`src/verilog/mbs_pkg.sv`:
```
// Overview of operation
// [RL1] Debounce trigger pin at fine or coarse tap.
// [RL2] Internal trigger follows pin, inverted when edge zero.
// [RL3] Trigger path owns its own edge selection.
// [RL4] Interrupt every tenth second or every second.
// [RL5] Measurement type matters only under pin control.
// [RL6] Pin control: run enable only arms counter.
// [RL7] Pulse width: rise starts, fall stops, clears enable.
// [RL8] Start/stop: alternate rising edges start and stop.
// [RL9] CPU control: count while run enable set.
// [RL10] Edge select ignored under CPU control.
// [RL11] Pin takeover: next rise stops running counter.
// [RL12] Software prepares start condition before pin takeover.
// [RL13] Clear bit zeroes count, self-clears, reads zero.
// [RL14] Reset stops counter and clears count.
// [RL15] Software clears, configures, then sets run enable.
// [RL16] Software reads full value only when stopped.
// [RL17] Count shown as three BCD digit registers.
// [RL18] Control two: seconds flag plus three settings.
// [RL19] Seconds flag set at 999, cleared on read.
// [RL20] Count advances one per millisecond, decimal carries.
// [RL21] Wrap 999 to 000; interrupt per rate.
package mbs_pkg;

   // -------------------------------------------------------------
   // Register map and field positions
   // -------------------------------------------------------------
   localparam logic [7:0] MBS_OFS_CTRL_ONE = 8'h00;
   localparam logic [7:0] MBS_OFS_CTRL_TWO = 8'h04;
   localparam logic [7:0] MBS_OFS_THOUSANDTHS = 8'h08;
   localparam logic [7:0] MBS_OFS_HUNDREDTHS = 8'h0c;
   localparam logic [7:0] MBS_OFS_TENTHS = 8'h10;
   localparam int MBS_BIT_RUN_ENABLE = 3;
   localparam int MBS_BIT_PIN_CONTROL = 2;
   localparam int MBS_BIT_MEAS_TYPE = 1;
   localparam int MBS_BIT_COUNTER_CLEAR = 0;
   localparam int MBS_BIT_DEB_RATE = 3;
   localparam int MBS_BIT_EDGE_SEL = 2;
   localparam int MBS_BIT_INT_RATE = 1;
   localparam int MBS_BIT_SECONDS = 0;
   localparam logic [3:0] MBS_RST_DIGIT = 4'h0;
   localparam logic [3:0] MBS_DIGIT_MAX = 4'h9;
   localparam logic [1:0] MBS_RESP_OKAY = 2'h0;
   localparam logic [1:0] MBS_RESP_SLVERR = 2'h2;

   // -------------------------------------------------------------
   // Timing
   // -------------------------------------------------------------
   localparam int MBS_CLK_PERIOD_NS = 10;
   localparam int MBS_MS_PERIOD_NS = 1000000;
   localparam int MBS_DEB_FINE_NS = 250000;
   localparam int MBS_DEB_COARSE_NS = 4000000;
   localparam int MBS_MS_CYCLES = MBS_MS_PERIOD_NS / MBS_CLK_PERIOD_NS;
   localparam int MBS_DEB_FINE_CYCLES = MBS_DEB_FINE_NS / MBS_CLK_PERIOD_NS;
   localparam int MBS_DEB_COARSE_CYCLES = MBS_DEB_COARSE_NS / MBS_CLK_PERIOD_NS;

   // -------------------------------------------------------------
   // Types
   // -------------------------------------------------------------
   typedef struct packed {
      logic run_enable;
      logic pin_control_select;
      logic measurement_type_select;
   } mbs_ctl_one_t;

   typedef struct packed {
      logic debouncer_rate_select;
      logic trigger_edge_select;
      logic interrupt_rate_select;
   } mbs_ctl_two_t;

   typedef struct packed {
      logic [3:0] tenths;
      logic [3:0] hundredths;
      logic [3:0] thousandths;
   } mbs_bcd_t;

   typedef enum logic [3:0] {
      MBS_IDLE = 4'b0001,
      MBS_ARMED = 4'b0010,
      MBS_PIN_RUN = 4'b0100,
      MBS_CPU_RUN = 4'b1000
   } mbs_state_t;

endpackage

```
`src/verilog/mbs_stopwatch.sv`:
```
`timescale 1ns/1ps
module mbs_stopwatch
   import mbs_pkg::*;
#(
   parameter int unsigned MS_CYCLES = MBS_MS_CYCLES,
   parameter int unsigned DEB_FINE_CYCLES = MBS_DEB_FINE_CYCLES,
   parameter int unsigned DEB_COARSE_CYCLES = MBS_DEB_COARSE_CYCLES
)
(
   input wire logic aclk,
   input wire logic aresetn,
   input wire logic [7:0] s_axi_awaddr,
   input wire logic s_axi_awvalid,
   output logic s_axi_awready,
   input wire logic [31:0] s_axi_wdata,
   input wire logic [3:0] s_axi_wstrb,
   input wire logic s_axi_wvalid,
   output logic s_axi_wready,
   output logic [1:0] s_axi_bresp,
   output logic s_axi_bvalid,
   input wire logic s_axi_bready,
   input wire logic [7:0] s_axi_araddr,
   input wire logic s_axi_arvalid,
   output logic s_axi_arready,
   output logic [31:0] s_axi_rdata,
   output logic [1:0] s_axi_rresp,
   output logic s_axi_rvalid,
   input wire logic s_axi_rready,
   input wire logic trigger_pin,
   output logic stopwatch_interrupt_request
);

   // ------------------------------------------------------------------
   // State
   // ------------------------------------------------------------------
   mbs_ctl_one_t ctl1_reg;
   mbs_ctl_one_t ctl1_next;
   mbs_ctl_two_t ctl2_reg;
   mbs_bcd_t bcd_reg;
   mbs_bcd_t bcd_next;
   mbs_state_t state_reg;
   mbs_state_t state_next;
   logic seconds_flag_reg;
   logic irq_reg;
   logic [31:0] ms_cnt_reg;
   logic [31:0] deb_cnt_reg;
   logic samp_reg;
   logic deb_reg;
   logic trig_prev_reg;
   logic aw_full_reg;
   logic w_full_reg;
   logic [7:0] aw_addr_reg;
   logic [31:0] w_data_reg;
   logic [3:0] w_strb_reg;
   logic awready_reg;
   logic wready_reg;
   logic bvalid_reg;
   logic [1:0] bresp_reg;
   logic arready_reg;
   logic rvalid_reg;
   logic [31:0] rdata_reg;
   logic [1:0] rresp_reg;

   // ------------------------------------------------------------------
   // Bus decode
   // ------------------------------------------------------------------
   wire aw_hs = s_axi_awvalid & awready_reg;
   wire w_hs = s_axi_wvalid & wready_reg;
   wire ar_hs = s_axi_arvalid & arready_reg;
   wire do_write = aw_full_reg & w_full_reg & ~bvalid_reg;
   wire wr_lane0 = do_write & w_strb_reg[0];
   wire wr_ctl1 = wr_lane0 & (aw_addr_reg == MBS_OFS_CTRL_ONE);
   wire wr_ctl2 = wr_lane0 & (aw_addr_reg == MBS_OFS_CTRL_TWO);
   wire wr_hit = (aw_addr_reg == MBS_OFS_CTRL_ONE) | (aw_addr_reg == MBS_OFS_CTRL_TWO) |
      (aw_addr_reg == MBS_OFS_THOUSANDTHS) | (aw_addr_reg == MBS_OFS_HUNDREDTHS) |
      (aw_addr_reg == MBS_OFS_TENTHS);
   wire rd_ctl2 = ar_hs & (s_axi_araddr == MBS_OFS_CTRL_TWO);
   wire aw_full_next = aw_hs | (aw_full_reg & ~do_write);
   wire w_full_next = w_hs | (w_full_reg & ~do_write);
   // [RL13] Clear strobe only.
   wire counter_clear = wr_ctl1 & w_data_reg[MBS_BIT_COUNTER_CLEAR];

   // Read mux; the clear bit has no storage so it always reads zero.
   logic [3:0] rd_nib;
   logic rd_hit;
   always_comb
   begin
      rd_nib = 4'h0;
      rd_hit = 1'b1;
      unique case (s_axi_araddr)
         MBS_OFS_CTRL_ONE: rd_nib = {ctl1_reg, 1'b0};
         // [RL18] Control two layout.
         MBS_OFS_CTRL_TWO: rd_nib = {ctl2_reg, seconds_flag_reg};
         // [RL17] Digit registers.
         MBS_OFS_THOUSANDTHS: rd_nib = bcd_reg.thousandths;
         MBS_OFS_HUNDREDTHS: rd_nib = bcd_reg.hundredths;
         MBS_OFS_TENTHS: rd_nib = bcd_reg.tenths;
         default: rd_hit = 1'b0;
      endcase
   end

   // ------------------------------------------------------------------
   // AXI4-Lite write channel
   // ------------------------------------------------------------------
   // Address and data are held independently so either may arrive first.
   always_ff @(posedge aclk)
   begin
      if (!aresetn)
      begin
         aw_full_reg <= 1'b0;
         w_full_reg <= 1'b0;
         awready_reg <= 1'b0;
         wready_reg <= 1'b0;
         bvalid_reg <= 1'b0;
         bresp_reg <= MBS_RESP_OKAY;
         aw_addr_reg <= 8'h00;
         w_data_reg <= 32'h0000_0000;
         w_strb_reg <= 4'h0;
      end
      else
      begin
         aw_full_reg <= aw_full_next;
         w_full_reg <= w_full_next;
         awready_reg <= ~aw_full_next;
         wready_reg <= ~w_full_next;
         if (aw_hs)
            aw_addr_reg <= s_axi_awaddr;
         if (w_hs)
         begin
            w_data_reg <= s_axi_wdata;
            w_strb_reg <= s_axi_wstrb;
         end
         if (do_write)
         begin
            bvalid_reg <= 1'b1;
            bresp_reg <= wr_hit ? MBS_RESP_OKAY : MBS_RESP_SLVERR;
         end
         else if (s_axi_bready)
            bvalid_reg <= 1'b0;
      end
   end

   // ------------------------------------------------------------------
   // AXI4-Lite read channel
   // ------------------------------------------------------------------
   // Data is captured at the address handshake, one read in flight.
   always_ff @(posedge aclk)
   begin
      if (!aresetn)
      begin
         arready_reg <= 1'b0;
         rvalid_reg <= 1'b0;
         rdata_reg <= 32'h0000_0000;
         rresp_reg <= MBS_RESP_OKAY;
      end
      else if (ar_hs)
      begin
         arready_reg <= 1'b0;
         rvalid_reg <= 1'b1;
         rdata_reg <= {28'h0000000, rd_nib};
         rresp_reg <= rd_hit ? MBS_RESP_OKAY : MBS_RESP_SLVERR;
      end
      else if (rvalid_reg & s_axi_rready)
      begin
         rvalid_reg <= 1'b0;
         arready_reg <= 1'b1;
      end
      else if (!rvalid_reg)
         arready_reg <= 1'b1;
   end

   // ------------------------------------------------------------------
   // Trigger debouncer and edge detect
   // ------------------------------------------------------------------
   // [RL1] Tap select.
   wire [31:0] deb_limit = ctl2_reg.debouncer_rate_select ?
      32'(DEB_COARSE_CYCLES - 1) : 32'(DEB_FINE_CYCLES - 1);
   wire deb_tick = (deb_cnt_reg >= deb_limit);
   // [RL2] Polarity from own edge select.
   wire internal_trigger = ctl2_reg.trigger_edge_select ? deb_reg : ~deb_reg;
   wire trig_rise = internal_trigger & ~trig_prev_reg;
   wire trig_fall = ~internal_trigger & trig_prev_reg;

   // [RL3] Private debounce chain.
   // A new level is taken only when two tap samples agree, so a glitch
   // shorter than one tap period never reaches the mode logic.
   always_ff @(posedge aclk)
   begin
      if (!aresetn)
      begin
         deb_cnt_reg <= 32'h0000_0000;
         samp_reg <= 1'b0;
         deb_reg <= 1'b0;
         trig_prev_reg <= 1'b1;
      end
      else
      begin
         deb_cnt_reg <= deb_tick ? 32'h0000_0000 : deb_cnt_reg + 32'h0000_0001;
         if (deb_tick)
         begin
            samp_reg <= trigger_pin;
            if (samp_reg == trigger_pin)
               deb_reg <= trigger_pin;
         end
         trig_prev_reg <= internal_trigger;
      end
   end

   // ------------------------------------------------------------------
   // Mode state machine
   // ------------------------------------------------------------------
   wire pin_mode = ctl1_reg.pin_control_select;
   wire pulse_mode = ctl1_reg.measurement_type_select;
   wire counting = (state_reg == MBS_PIN_RUN) | (state_reg == MBS_CPU_RUN);
   logic hw_clear_run;

   always_comb
   begin
      state_next = state_reg;
      hw_clear_run = 1'b0;
      if (!ctl1_reg.run_enable)
         state_next = MBS_IDLE;
      else
      begin
         unique case (state_reg)
            MBS_IDLE:
               // [RL6] Arm only.
               // [RL9] CPU start counts at once.
               state_next = pin_mode ? MBS_ARMED : MBS_CPU_RUN;
            MBS_ARMED:
               if (!pin_mode)
                  state_next = MBS_CPU_RUN;
               else if (trig_rise)
                  state_next = MBS_PIN_RUN;
            MBS_PIN_RUN:
               // [RL5] Measurement type used here and in the MBS_CPU_RUN takeover stop.
               if (!pin_mode)
                  state_next = MBS_CPU_RUN;
               else if (pulse_mode & trig_fall)
               begin
                  // [RL7] Falling edge ends pulse.
                  state_next = MBS_IDLE;
                  hw_clear_run = 1'b1;
               end
               else if (!pulse_mode & trig_rise)
                  // [RL8] Stop and rearm.
                  state_next = MBS_ARMED;
            MBS_CPU_RUN:
               // [RL10] Edges ignored unless pin mode.
               // [RL11] Takeover stop on rise.
               if (pin_mode & trig_rise)
               begin
                  state_next = pulse_mode ? MBS_IDLE : MBS_ARMED;
                  hw_clear_run = pulse_mode;
               end
            default: state_next = MBS_IDLE;
         endcase
      end
   end

   // Software writing the enable in the same cycle wins over the hardware clear.
   always_comb
   begin
      ctl1_next = ctl1_reg;
      if (hw_clear_run)
         ctl1_next.run_enable = 1'b0;
      if (wr_ctl1)
         ctl1_next = w_data_reg[MBS_BIT_RUN_ENABLE:MBS_BIT_MEAS_TYPE];
   end

   // ------------------------------------------------------------------
   // Millisecond tick and BCD counter
   // ------------------------------------------------------------------
   wire ms_tick = (ms_cnt_reg == 32'(MS_CYCLES - 1));
   wire inc = ms_tick & counting;
   wire d0_max = (bcd_reg.thousandths == MBS_DIGIT_MAX);
   wire d1_max = (bcd_reg.hundredths == MBS_DIGIT_MAX);
   wire d2_max = (bcd_reg.tenths == MBS_DIGIT_MAX);
   wire tenth_step = inc & d0_max & d1_max;
   wire wrap = tenth_step & d2_max;
   wire reach_999 = inc & d1_max & d2_max & (bcd_reg.thousandths == 4'h8);
   // [RL4] Rate select.
   wire int_event = ctl2_reg.interrupt_rate_select ? wrap : tenth_step;

   // [RL20] Decimal carry chain.
   always_comb
   begin
      bcd_next = bcd_reg;
      if (counter_clear)
         bcd_next = {MBS_RST_DIGIT, MBS_RST_DIGIT, MBS_RST_DIGIT};
      else if (inc)
      begin
         bcd_next.thousandths = d0_max ? MBS_RST_DIGIT : bcd_reg.thousandths + 4'h1;
         if (d0_max)
            bcd_next.hundredths = d1_max ? MBS_RST_DIGIT : bcd_reg.hundredths + 4'h1;
         // [RL21] Wraps to zero.
         if (d0_max & d1_max)
            bcd_next.tenths = d2_max ? MBS_RST_DIGIT : bcd_reg.tenths + 4'h1;
      end
   end

   // [RL14] Reset stops and clears.
   // The millisecond prescaler runs freely, so a start lands anywhere within
   // the first millisecond: resolution is one millisecond, as in the device.
   always_ff @(posedge aclk)
   begin
      if (!aresetn)
      begin
         ms_cnt_reg <= 32'h0000_0000;
         bcd_reg <= {MBS_RST_DIGIT, MBS_RST_DIGIT, MBS_RST_DIGIT};
         state_reg <= MBS_IDLE;
         ctl1_reg <= '0;
         ctl2_reg <= '0;
         seconds_flag_reg <= 1'b0;
         irq_reg <= 1'b0;
      end
      else
      begin
         ms_cnt_reg <= ms_tick ? 32'h0000_0000 : ms_cnt_reg + 32'h0000_0001;
         bcd_reg <= bcd_next;
         state_reg <= state_next;
         ctl1_reg <= ctl1_next;
         if (wr_ctl2)
            ctl2_reg <= w_data_reg[MBS_BIT_DEB_RATE:MBS_BIT_INT_RATE];
         // [RL19] Set wins over read clear.
         seconds_flag_reg <= reach_999 | (seconds_flag_reg & ~rd_ctl2);
         irq_reg <= int_event;
      end
   end

   // ------------------------------------------------------------------
   // Outputs
   // ------------------------------------------------------------------
   assign s_axi_awready = awready_reg;
   assign s_axi_wready = wready_reg;
   assign s_axi_bvalid = bvalid_reg;
   assign s_axi_bresp = bresp_reg;
   assign s_axi_arready = arready_reg;
   assign s_axi_rvalid = rvalid_reg;
   assign s_axi_rdata = rdata_reg;
   assign s_axi_rresp = rresp_reg;
   assign stopwatch_interrupt_request = irq_reg;
endmodule

```
`config.mk`:
```
export PLATFORM = sky130hd
export DESIGN_NAME = mbs_stopwatch
export DESIGN_NICKNAME = d
export VERILOG_FILES = /design/src/verilog/mbs_pkg.sv /design/src/verilog/mbs_stopwatch.sv
export SDC_FILE = /design/constraint.sdc
export NUM_CORES = 1
export LEC_CHECK = 0
export BUFFER_PORTS_ARGS = -buffer_cell sky130_fd_sc_hd__buf_2
export CELL_PAD_IN_SITES_DETAIL_PLACEMENT = 2
export CELL_PAD_IN_SITES_GLOBAL_PLACEMENT = 2
export CORE_ASPECT_RATIO = 0.8
export CORE_MARGIN = 2
export CORE_UTILIZATION = 33
export DETAILED_ROUTE_END_ITERATION = 6
export GPL_TIMING_DRIVEN = 0
export PLACE_DENSITY = 0.76
export SKIP_LAST_GASP = 1
export SYNTH_ARGS = -nofsm -noshare
export SYNTH_HDL_FRONTEND = slang
export SYNTH_SLANG_ARGS = --single-unit
```
`constraint.sdc`:
```
create_clock -name aclk -period 2.5 [get_ports aclk]
set_input_delay 0.125 -clock aclk [delete_from_list [all_inputs] [get_ports aclk]]
set_output_delay 0.125 -clock aclk [all_outputs]
set_load 0.01 [all_outputs]
```
; Word level (Yosys, flattened, before mapping)
; Cells that the tools add are included.
[totals]
output_inout_bits = 42
wordCells = 150
regBits = 119
[classes]
n_addsub = 5
reduce_logical = 16
n_eq_ne = 22
n_mux = 32
magnitude_cmp = 1
bitwise = 44
[op_table]
columns = operator, count
row1 = $add 32x1->32 const B, 2
row2 = $mux 4, 10
row3 = $eq 32x17->1 const B, 1
row4 = $eq 8x4->1 const B, 4
row5 = $ge 32x19->1, 1
row6 = $and 1x1->1, 27
row7 = $eq 4x4->1 const B, 5
row8 = $pmux 4 s5, 1
row9 = $mux 19, 1
row10 = $eq 8x3->1 const B, 2
row11 = $eq 8x5->1 const B, 2
row12 = $logic_not 8->1, 2
row13 = $pmux 4 s4, 1
row14 = $mux 1, 14
row15 = $add 4x1->4 const B, 3
row16 = $not 1->1, 9
row17 = $or 1x1->1, 8
row18 = $reduce_and 2->1, 4
row19 = $reduce_or 2->1, 4
row20 = $mux 2, 3
row21 = $reduce_bool 2->1, 3
row22 = $reduce_or 5->1, 1
row23 = $eq 4x1->1 const B, 1
row24 = $eq 4x2->1 const B, 1
row25 = 9 further kinds, 10

; Depth between registers and ports, before layout
; Gate-level depths: netlist (run 1).
[depth]
word_depth = 11
ltp_mapped = 8
depth_no_buf = 7

; Worst setup path after synthesis (run 1)
; Ideal clock, no wire load.
[synth_timing]
path_kind = flip-flop to flip-flop
startpoint = register ctl2_reg[2] (netlist name)
endpoint = register deb_reg
required_time_ps = 2368
period_less_slack_ps = 2255
path_slack_ps = 245
arrival_ps = 2122
path_stages_with_launch = 8
n_path_buf = 0
path_cell_list = dfxtp_1 inv_1 ha_1 a2111oi_0 nor3_1 o41a_1 o311ai_0 a31oi_1
[synth_via]
elab_chain_len = 3
[synth_rtl]
columns = element, line
row1 = from (decl), mbs_stopwatch.sv:38  ; mbs_ctl_two_t ctl2_reg;
row2 = from (signal assigned), mbs_stopwatch.sv:324  ; ctl2_reg <= w_data_reg[MBS_BIT_DEB_RATE:MBS_BIT_INT_RATE];
row3 = $mux 19, mbs_stopwatch.sv:176  ; wire [31:0] deb_limit = ctl2_reg.debouncer_rate_select ?
row4 = $ge 32x19->1, mbs_stopwatch.sv:178  ; wire deb_tick = (deb_cnt_reg >= deb_limit);
row5 = $reduce_and 2->1 (no source line), --
row6 = to (signal assigned), mbs_stopwatch.sv:203  ; deb_reg <= trigger_pin;
row7 = to (decl), mbs_stopwatch.sv:48  ; logic deb_reg;
; Every way passes these cells.
; A chain may end at the register's enable or synchronous reset.

; Worst setup path in the final report (run 1)
[layout_timing]
startpoint = register ctl2_reg[2] (netlist name)
endpoint = register deb_cnt_reg[17]
[layout_via]
elab_chain_len = 3
[layout_rtl]
columns = element, line
row1 = $mux 19, mbs_stopwatch.sv:176
row2 = $ge 32x19->1, mbs_stopwatch.sv:178
row3 = $reduce_or 2->1 (no source line), --
row4 = to (signal assigned), mbs_stopwatch.sv:198  ; deb_cnt_reg <= deb_tick ? 32'h0000_0000 : deb_cnt_reg + 32'h0000_0001;
row5 = to (decl), mbs_stopwatch.sv:46  ; logic [31:0] deb_cnt_reg;
; Every way passes these cells.

==> impl_metrics.yaml, run 1 <==
status:
  status: "finished with violations"
  violations: "negative setup slack"
synth:
  synth_top_cell_by_area: "dfxtp_1"
  ys_ff_latch: 117
  synth_top_area_share_pct: 42.0
  ys.flop_type: "dfxtp_1"
  syn_inst: 656
  synth.area.top_cells: "dfxtp_1 42%, nor2_1 5.4%, buf_4 4.2%, xor2_1 4.1%, xnor2_1 3.6%"
  synth_edf_count: 0
  synth_cell_type_count: 57
  syn_avg_cell_area_um2: 8.50
  seq_area_frac_synth_pct: 42.0
  synth_area_um2: 5580
  async_flop_share_pct: 0
  yosysWarnings: 0
route:
  routedWlPerCell_um: 18.9
  vias: 5220
  drc: 0
  drt_first_pass_iters: 4
  ant_nets: 0
  viasPerCell: 5.18
  routed_wirelength_mm: 19.0
  first_iter_violations: 190
global_routing:
  grt_pass1_vias: 5751
  grt.total_usage_pct: 21.4
  grt.met1_usage_pct: 24.6
  use_met3_pct: 5.28
  antenna_found_initial: 0
  grt.busiest_layer: "met2"
  met2_usage_pct: 39.0
  grt_pass1_wl_mm: 30.0
  grt_overflow_total: 0
  grt_max_degree: 17
cts:
  numCtsBuffers: 17
  clock-root-buffer: "clkbuf_16"
  cts.sinks: 117
  clk_pin_slew_worst_paths_ns: 0.06
  cts_tree: "yes"
  cts.htree.levels: 4
  cts_buffer_depth: 2
  worstSkewPairLatency_ns: 0.42
cells_and_area:
  final.fill_count: 1857
  finalNonFillerCells: 1007
  n_antenna_cell: 0
  area_growth_pct: 27.4
  fin_area_um2: 7100
  nets: 848
  final_core_util_pct: 42.9
  drive_gt1_share_pct: 16.9
critical_path:
  reg2reg_to: "deb_cnt_reg[17]"
  reg2reg_from: "ctl2_reg[2]"
  reg2reg_depth: 10
  cp_max_fo: 5
  arrival_ns: 2.91
  required_ns: 2.83
  worstSetupPathType: "reg -> reg"
  critPathLaunchType: "register"
  worst_setup_path_end_kind: "register"
  rrSetupSlack_ns: -0.08
pwr:
  ir_drop_v: 0.000482
  leakage_nw: 2.76
  total_power_mw: 4.61
  powerDensity_nw_per_um2: 648
floorplanning:
  core-area_um2: 16600
  die_h_um: 120
  rows: 42
  start_util_pct: 33.7
  die-area_um2: 18000
  io_pins: 102
  dieWidth_um: 149
sta:
  slew_viol_final: 0
  fmaxAchievable_mhz: 388
  maxSlewHeadroom_pct: 52.3
  min_period_over_period_pct: 103
  setup_viol: 2
  fin_ws_ns: -0.0801
  period_minus_slack_ns: 2.58
  hold_ws_ns: 0.0143
  fin_tns_setup_ns: -0.0847
  worst_pin_slew_ns: 0.715
  hold_viol: 0
  skew_ns: 0.0107
worst_hold_path:
  hold_end: "w_data_reg[1]"
  hold_start: "s_axi_wdata[1]"
  hold_path_depth: 3
  min_path_type: "in -> reg"
placed_design:
  gp_routability_congestion: 0.786
  placed_cell_area_um2: 6190
  dpl.hpwl_mm: 12.4
  pre_cts_ws_ns: -0.457
  placed_cells: 953
  io_buffers: 36
run:
  cap_viol_max_count: 0
==> Yosys cell counts, drive strengths merged (3+ instances only) <==
cell type,number
nand4,23
nor3,14
xor2,26
mux2i,9
o21ai,22
nand2b,6
nor2,80
clkbuf,17
nand4b,5
and2,11
xnor2,23
a31oi,6
buf,36
or3,12
and3,12
a21oi,40
nand3,39
nor4,12
a2bb2oi,3
nand2,53
ha,14
inv,16
dfxtp,117
or4,4
nor3b,3
and4,10
and3b,3
nor2b,8
o22ai,3
==> layer usage <==
metal	wire length [um]	vias up
met5	0	-
met4	361	0
met3	617	33
met2	10000	70
met1	8000	2633
li1	-	2484
==> kinds of logic after synthesis <==
family                   synth area share [%]
adder cells (fa/ha/maj)                  3.14
XOR/XNOR                                 7.70
AO/OA/AOI/OAI                            9.78
other                                  0.0672
buffers and inverters                    6.84
AND/OR/NAND/NOR                          28.7
multiplexers                             1.82
flip-flops                               42.0
==> layout by cell type (no fill, tap or decap), drive strengths merged, types with 4 or more instances in the layout <==
master       count
a21oi           40
a31oi            6
and2            11
and3            12
and4            10
buf             81
clkbuf          37
clkinv           8
conb            42
dfxtp          117
dlygate4sd3     13
ha              14
inv             15
mux2i            9
nand2           53
nand2b           6
nand3           39
nand4           23
nand4b           5
nor2            80
nor2b            8
nor3            14
nor4            12
o21ai           22
or3             12
or4              4
xnor2           23
xor2            26
==> critical path, cell delays in order (launching register included) <==
cell	delay, ns
dfxtp_4	0.40
clkinvlp_4	0.20
buf_6	0.19
ha_1	0.26
a2111oi_4	0.26
nor3_2	0.13
o41ai_2	0.36
nand4_1	0.15
buf_4	0.20
buf_6	0.13
nor2_1	0.20
==> worst max-delay path by stage <==
| stage | startpoint | endpoint | cells past startpoint |
|---|---|---|---|
| 2_1_floorplan | ctl2_reg[2] | deb_reg | 7 |
| 3_3_place_gp | ctl2_reg[2] | deb_cnt_reg[2] | 8 |
| 3_5_place_dp | ctl2_reg[2] | deb_cnt_reg[11] | 8 |
| 4_1_cts | ctl2_reg[2] | deb_cnt_reg[19] | 9 |
| 5_1_grt | ctl2_reg[2] | deb_cnt_reg[17] | 10 |
| 6_report | ctl2_reg[2] | deb_cnt_reg[17] | 10 |
==> power by group <==
part / switching (mW) / internal (mW) / total [mW]
clock: 0.920 / 1.52 / 2.43
sequential: 0.0286 / 1.90 / 1.93
combinational: 0.137 / 0.101 / 0.238
==> cell type report <==
type / instances / area [um2] / area share [%]
plain buffers: 53 / 338 / 4.76
clock buffers: 20 / 457 / 6.43
clock inverters: 12 / 130 / 1.83
inverters: 16 / 63.8 / 0.898
multi-input cells: 511 / 3110 / 43.8
flip-flops and latches: 117 / 2350 / 33.0
well taps: 220 / 275 / 3.88
repair buffers: 58 / 382 / 5.37
==> timing repair <==
action,CTS,global route
cloned,1,0
setup endpoints to repair,22,43
pin swaps,2,5
gates resized for setup,16,16
hold buffers,13,0
setup buffers,2,6
hold endpoints to repair,13,0
Note: power is estimated with default switching activity, not from simulation.
==> run 2: changes to the inputs <==
- BUFFER_PORTS_ARGS: -buffer_cell sky130_fd_sc_hd__buf_2 -> -buffer_cell sky130_fd_sc_hd__buf_4
==> run 2 against run 1 <==
Against the previous run: the run now ends clean; sequential cell count stayed put; critical path depth did not move; count of clock-buffer cells in the layout increased by 2; critical path type unchanged; routed wire length decreased by 0.13%; global-route usage is 0.080 points higher; sequential power is essentially flat; setup slack gained 0.20 ns; highest routed layer unchanged; first-iteration DRC count increased by 11%; cell count increased by 0.20%; clock skew decreased by 0.0046 ns.
==> impl_metrics.yaml, run 2 (same netlist as run 1, synthesis figures left out) <==
status:
  status: "finished clean"
cts:
  clk_pin_slew_worst_paths_ns: 0.06
  cts.sinks: 117
  cts.htree.levels: 4
  clock-root-buffer: "clkbuf_16"
  cts_buffer_depth: 2
  numCtsBuffers: 17
  cts_tree: "yes"
  worstSkewPairLatency_ns: 0.43
placed_design:
  pre_cts_ws_ns: -0.399
  gp_routability_congestion: 0.797
  io_buffers: 36
  dpl.hpwl_mm: 12.5
sta:
  period_minus_slack_ns: 2.38
  slew_viol_final: 0
  maxSlewHeadroom_pct: 55.9
  hold_viol: 0
  fin_ws_ns: 0.121
  min_period_over_period_pct: 95.1
  rsz0062_at_grt: "false"
  worst_pin_slew_ns: 0.661
  setup_viol: 0
  fmaxAchievable_mhz: 420
  hold_ws_ns: 0.0113
  skew_ns: 0.00605
global_routing:
  grt.busiest_layer: "met2"
  grt_max_degree: 17
  grt_overflow_total: 0
  grt.met1_usage_pct: 24.8
  antenna_found_initial: 1
  grt.total_usage_pct: 21.5
  use_met3_pct: 5.02
  grt_pass1_vias: 5763
  met2_usage_pct: 38.1
  grt_pass1_wl_mm: 29.9
pwr:
  total_power_mw: 4.67
  pwr-share-comb_pct: 5.5
  p_sw_mw: 1.06
  p_seq_share_pct: 41.4
  powerDensity_nw_per_um2: 651
  leakage_nw: 2.77
  clkPwrFrac_pct: 53.1
  switching_share_pct: 22.8
  p_int_mw: 3.60
  ir_drop_v: 0.000382
cells_and_area:
  layout_commonest_cell: "dfxtp_1"
  nets: 849
  final_core_util_pct: 43.3
  area_growth_pct: 28.6
  drive_gt1_share_pct: 15.9
  final_cell_mix: "116 x dfxtp_1, 80 x nor2_1, 75 x buf_4"
critical_path:
  reg2reg_depth: 10
  cp_cell_sequence: "clkinvlp_4 -> buf_4 -> ha_1 -> a2111oi_4 -> nor3_1 -> o41ai_2 -> nand4_1 -> buf_4 -> buf_6 -> nor2_1"
  cp_common_cell: "buf_4"
  critPathLaunchType: "register"
  reg2reg_to: "deb_cnt_reg[12]"
  reg2reg_from: "ctl2_reg[2]"
  slowest_delay_ns: 0.37
  arrival_ns: 2.73
  critPathSlowestCell: "dfxtp_4"
  crit_end: "deb_cnt_reg[12]"
  cp_max_fo: 5
  worstSetupPathType: "reg -> reg"
  rrSetupSlack_ns: 0.12
  required_ns: 2.85
  startpoint: "ctl2_reg[2]"
  worst_setup_path_end_kind: "register"
route:
  viasPerCell: 5.11
  first_iter_violations: 210
  ant_nets: 0
  routed_wirelength_mm: 19.0
  vias: 5153
  routedWlPerCell_um: 18.8
  drt_first_pass_iters: 4
  drc: 0
floorplanning:
  dieWidth_um: 149
  rows: 42
  io_pins: 102
  start_util_pct: 33.7
  die-area_um2: 18000
  die_h_um: 120
  core-area_um2: 16600
worst_hold_path:
  min_path_type: "in -> reg"
run:
  cap_viol_max_count: 0
[run 2: cell count changes in the layout (fill, tap and decap cells not counted), sizes merged]
cell         change
dlygate4sd3      +2
clkinv           -3
bufinv           +1
diode            +1
buf              -1
clkbuf           +2
[run 2: power groups by stage]
stage               Combinational, mW  Sequential [mW]  Clock, mW
floorplan                       0.140             1.97          0
global placement                0.218             1.97          0
detailed placement              0.225             1.97          0
CTS                             0.246             1.93       2.52
global route                    0.282             1.94       2.61
finish                          0.257             1.93       2.48
[run 2: through the flow]
stage	instances	setup TNS [ns]	instance area (um2)
final	1009	0	7170
after global routing	1009	0	7170
after CTS	1002	0	7070
after global placement	953	-6.23	6280
after floorplan	697	0	5730
after detailed placement	953	-8.04	6280
[run 2: what timing repair did]
item,4_1_cts,5_1_grt
gates resized for setup,10,13
endpoints found under the hold margin,15,0
setup endpoints to repair,22,33
gates cloned,0,1
hold buffers,15,0
setup buffers,2,5
pin swaps,2,4
[run 2: how the worst min path moves through the flow]
stage	from	end	slack, ns	depth (start not counted)
2_1_floorplan	s_axi_awaddr[0]	aw_addr_reg[0]	0.27	2
3_5_place_dp	s_axi_awaddr[0]	aw_addr_reg[0]	0.41	3
3_3_place_gp	s_axi_wstrb[0]	w_strb_reg[0]	0.40	3
5_1_grt	s_axi_wvalid	w_strb_reg[0]	0.01	3
6_report	s_axi_wvalid	w_strb_reg[0]	0.01	3
4_1_cts	s_axi_wvalid	w_strb_reg[0]	0.004	3
[run 2: metal layers]
layer | share of wire, % | vias to the layer above
met3 | 2.7 | 31
li1 | - | 2494
met1 | 43 | 2563
met2 | 52 | 65
met5 | 0 | -
met4 | 2.2 | 0
[run 2: final cells by class]
class                      count  area (um2)
sequential                   117        2350
clock buffer                  22         454
fill                        1832        9380
buffer                        53         333
inverter                      16        63.8
antenna                        1        2.50
tap                          220         275
multi-input combinational    511        3090
clock inverter                10         130
timing repair buffer          59         478
[run 2: critical path: cells and delay by family, from the launching register on]
kind	cells	cell delay [ns]
buf+inv	4	0.69
compound gates	2	0.51
simple gates	3	0.45
flops	1	0.37
fa+ha+maj	1	0.27
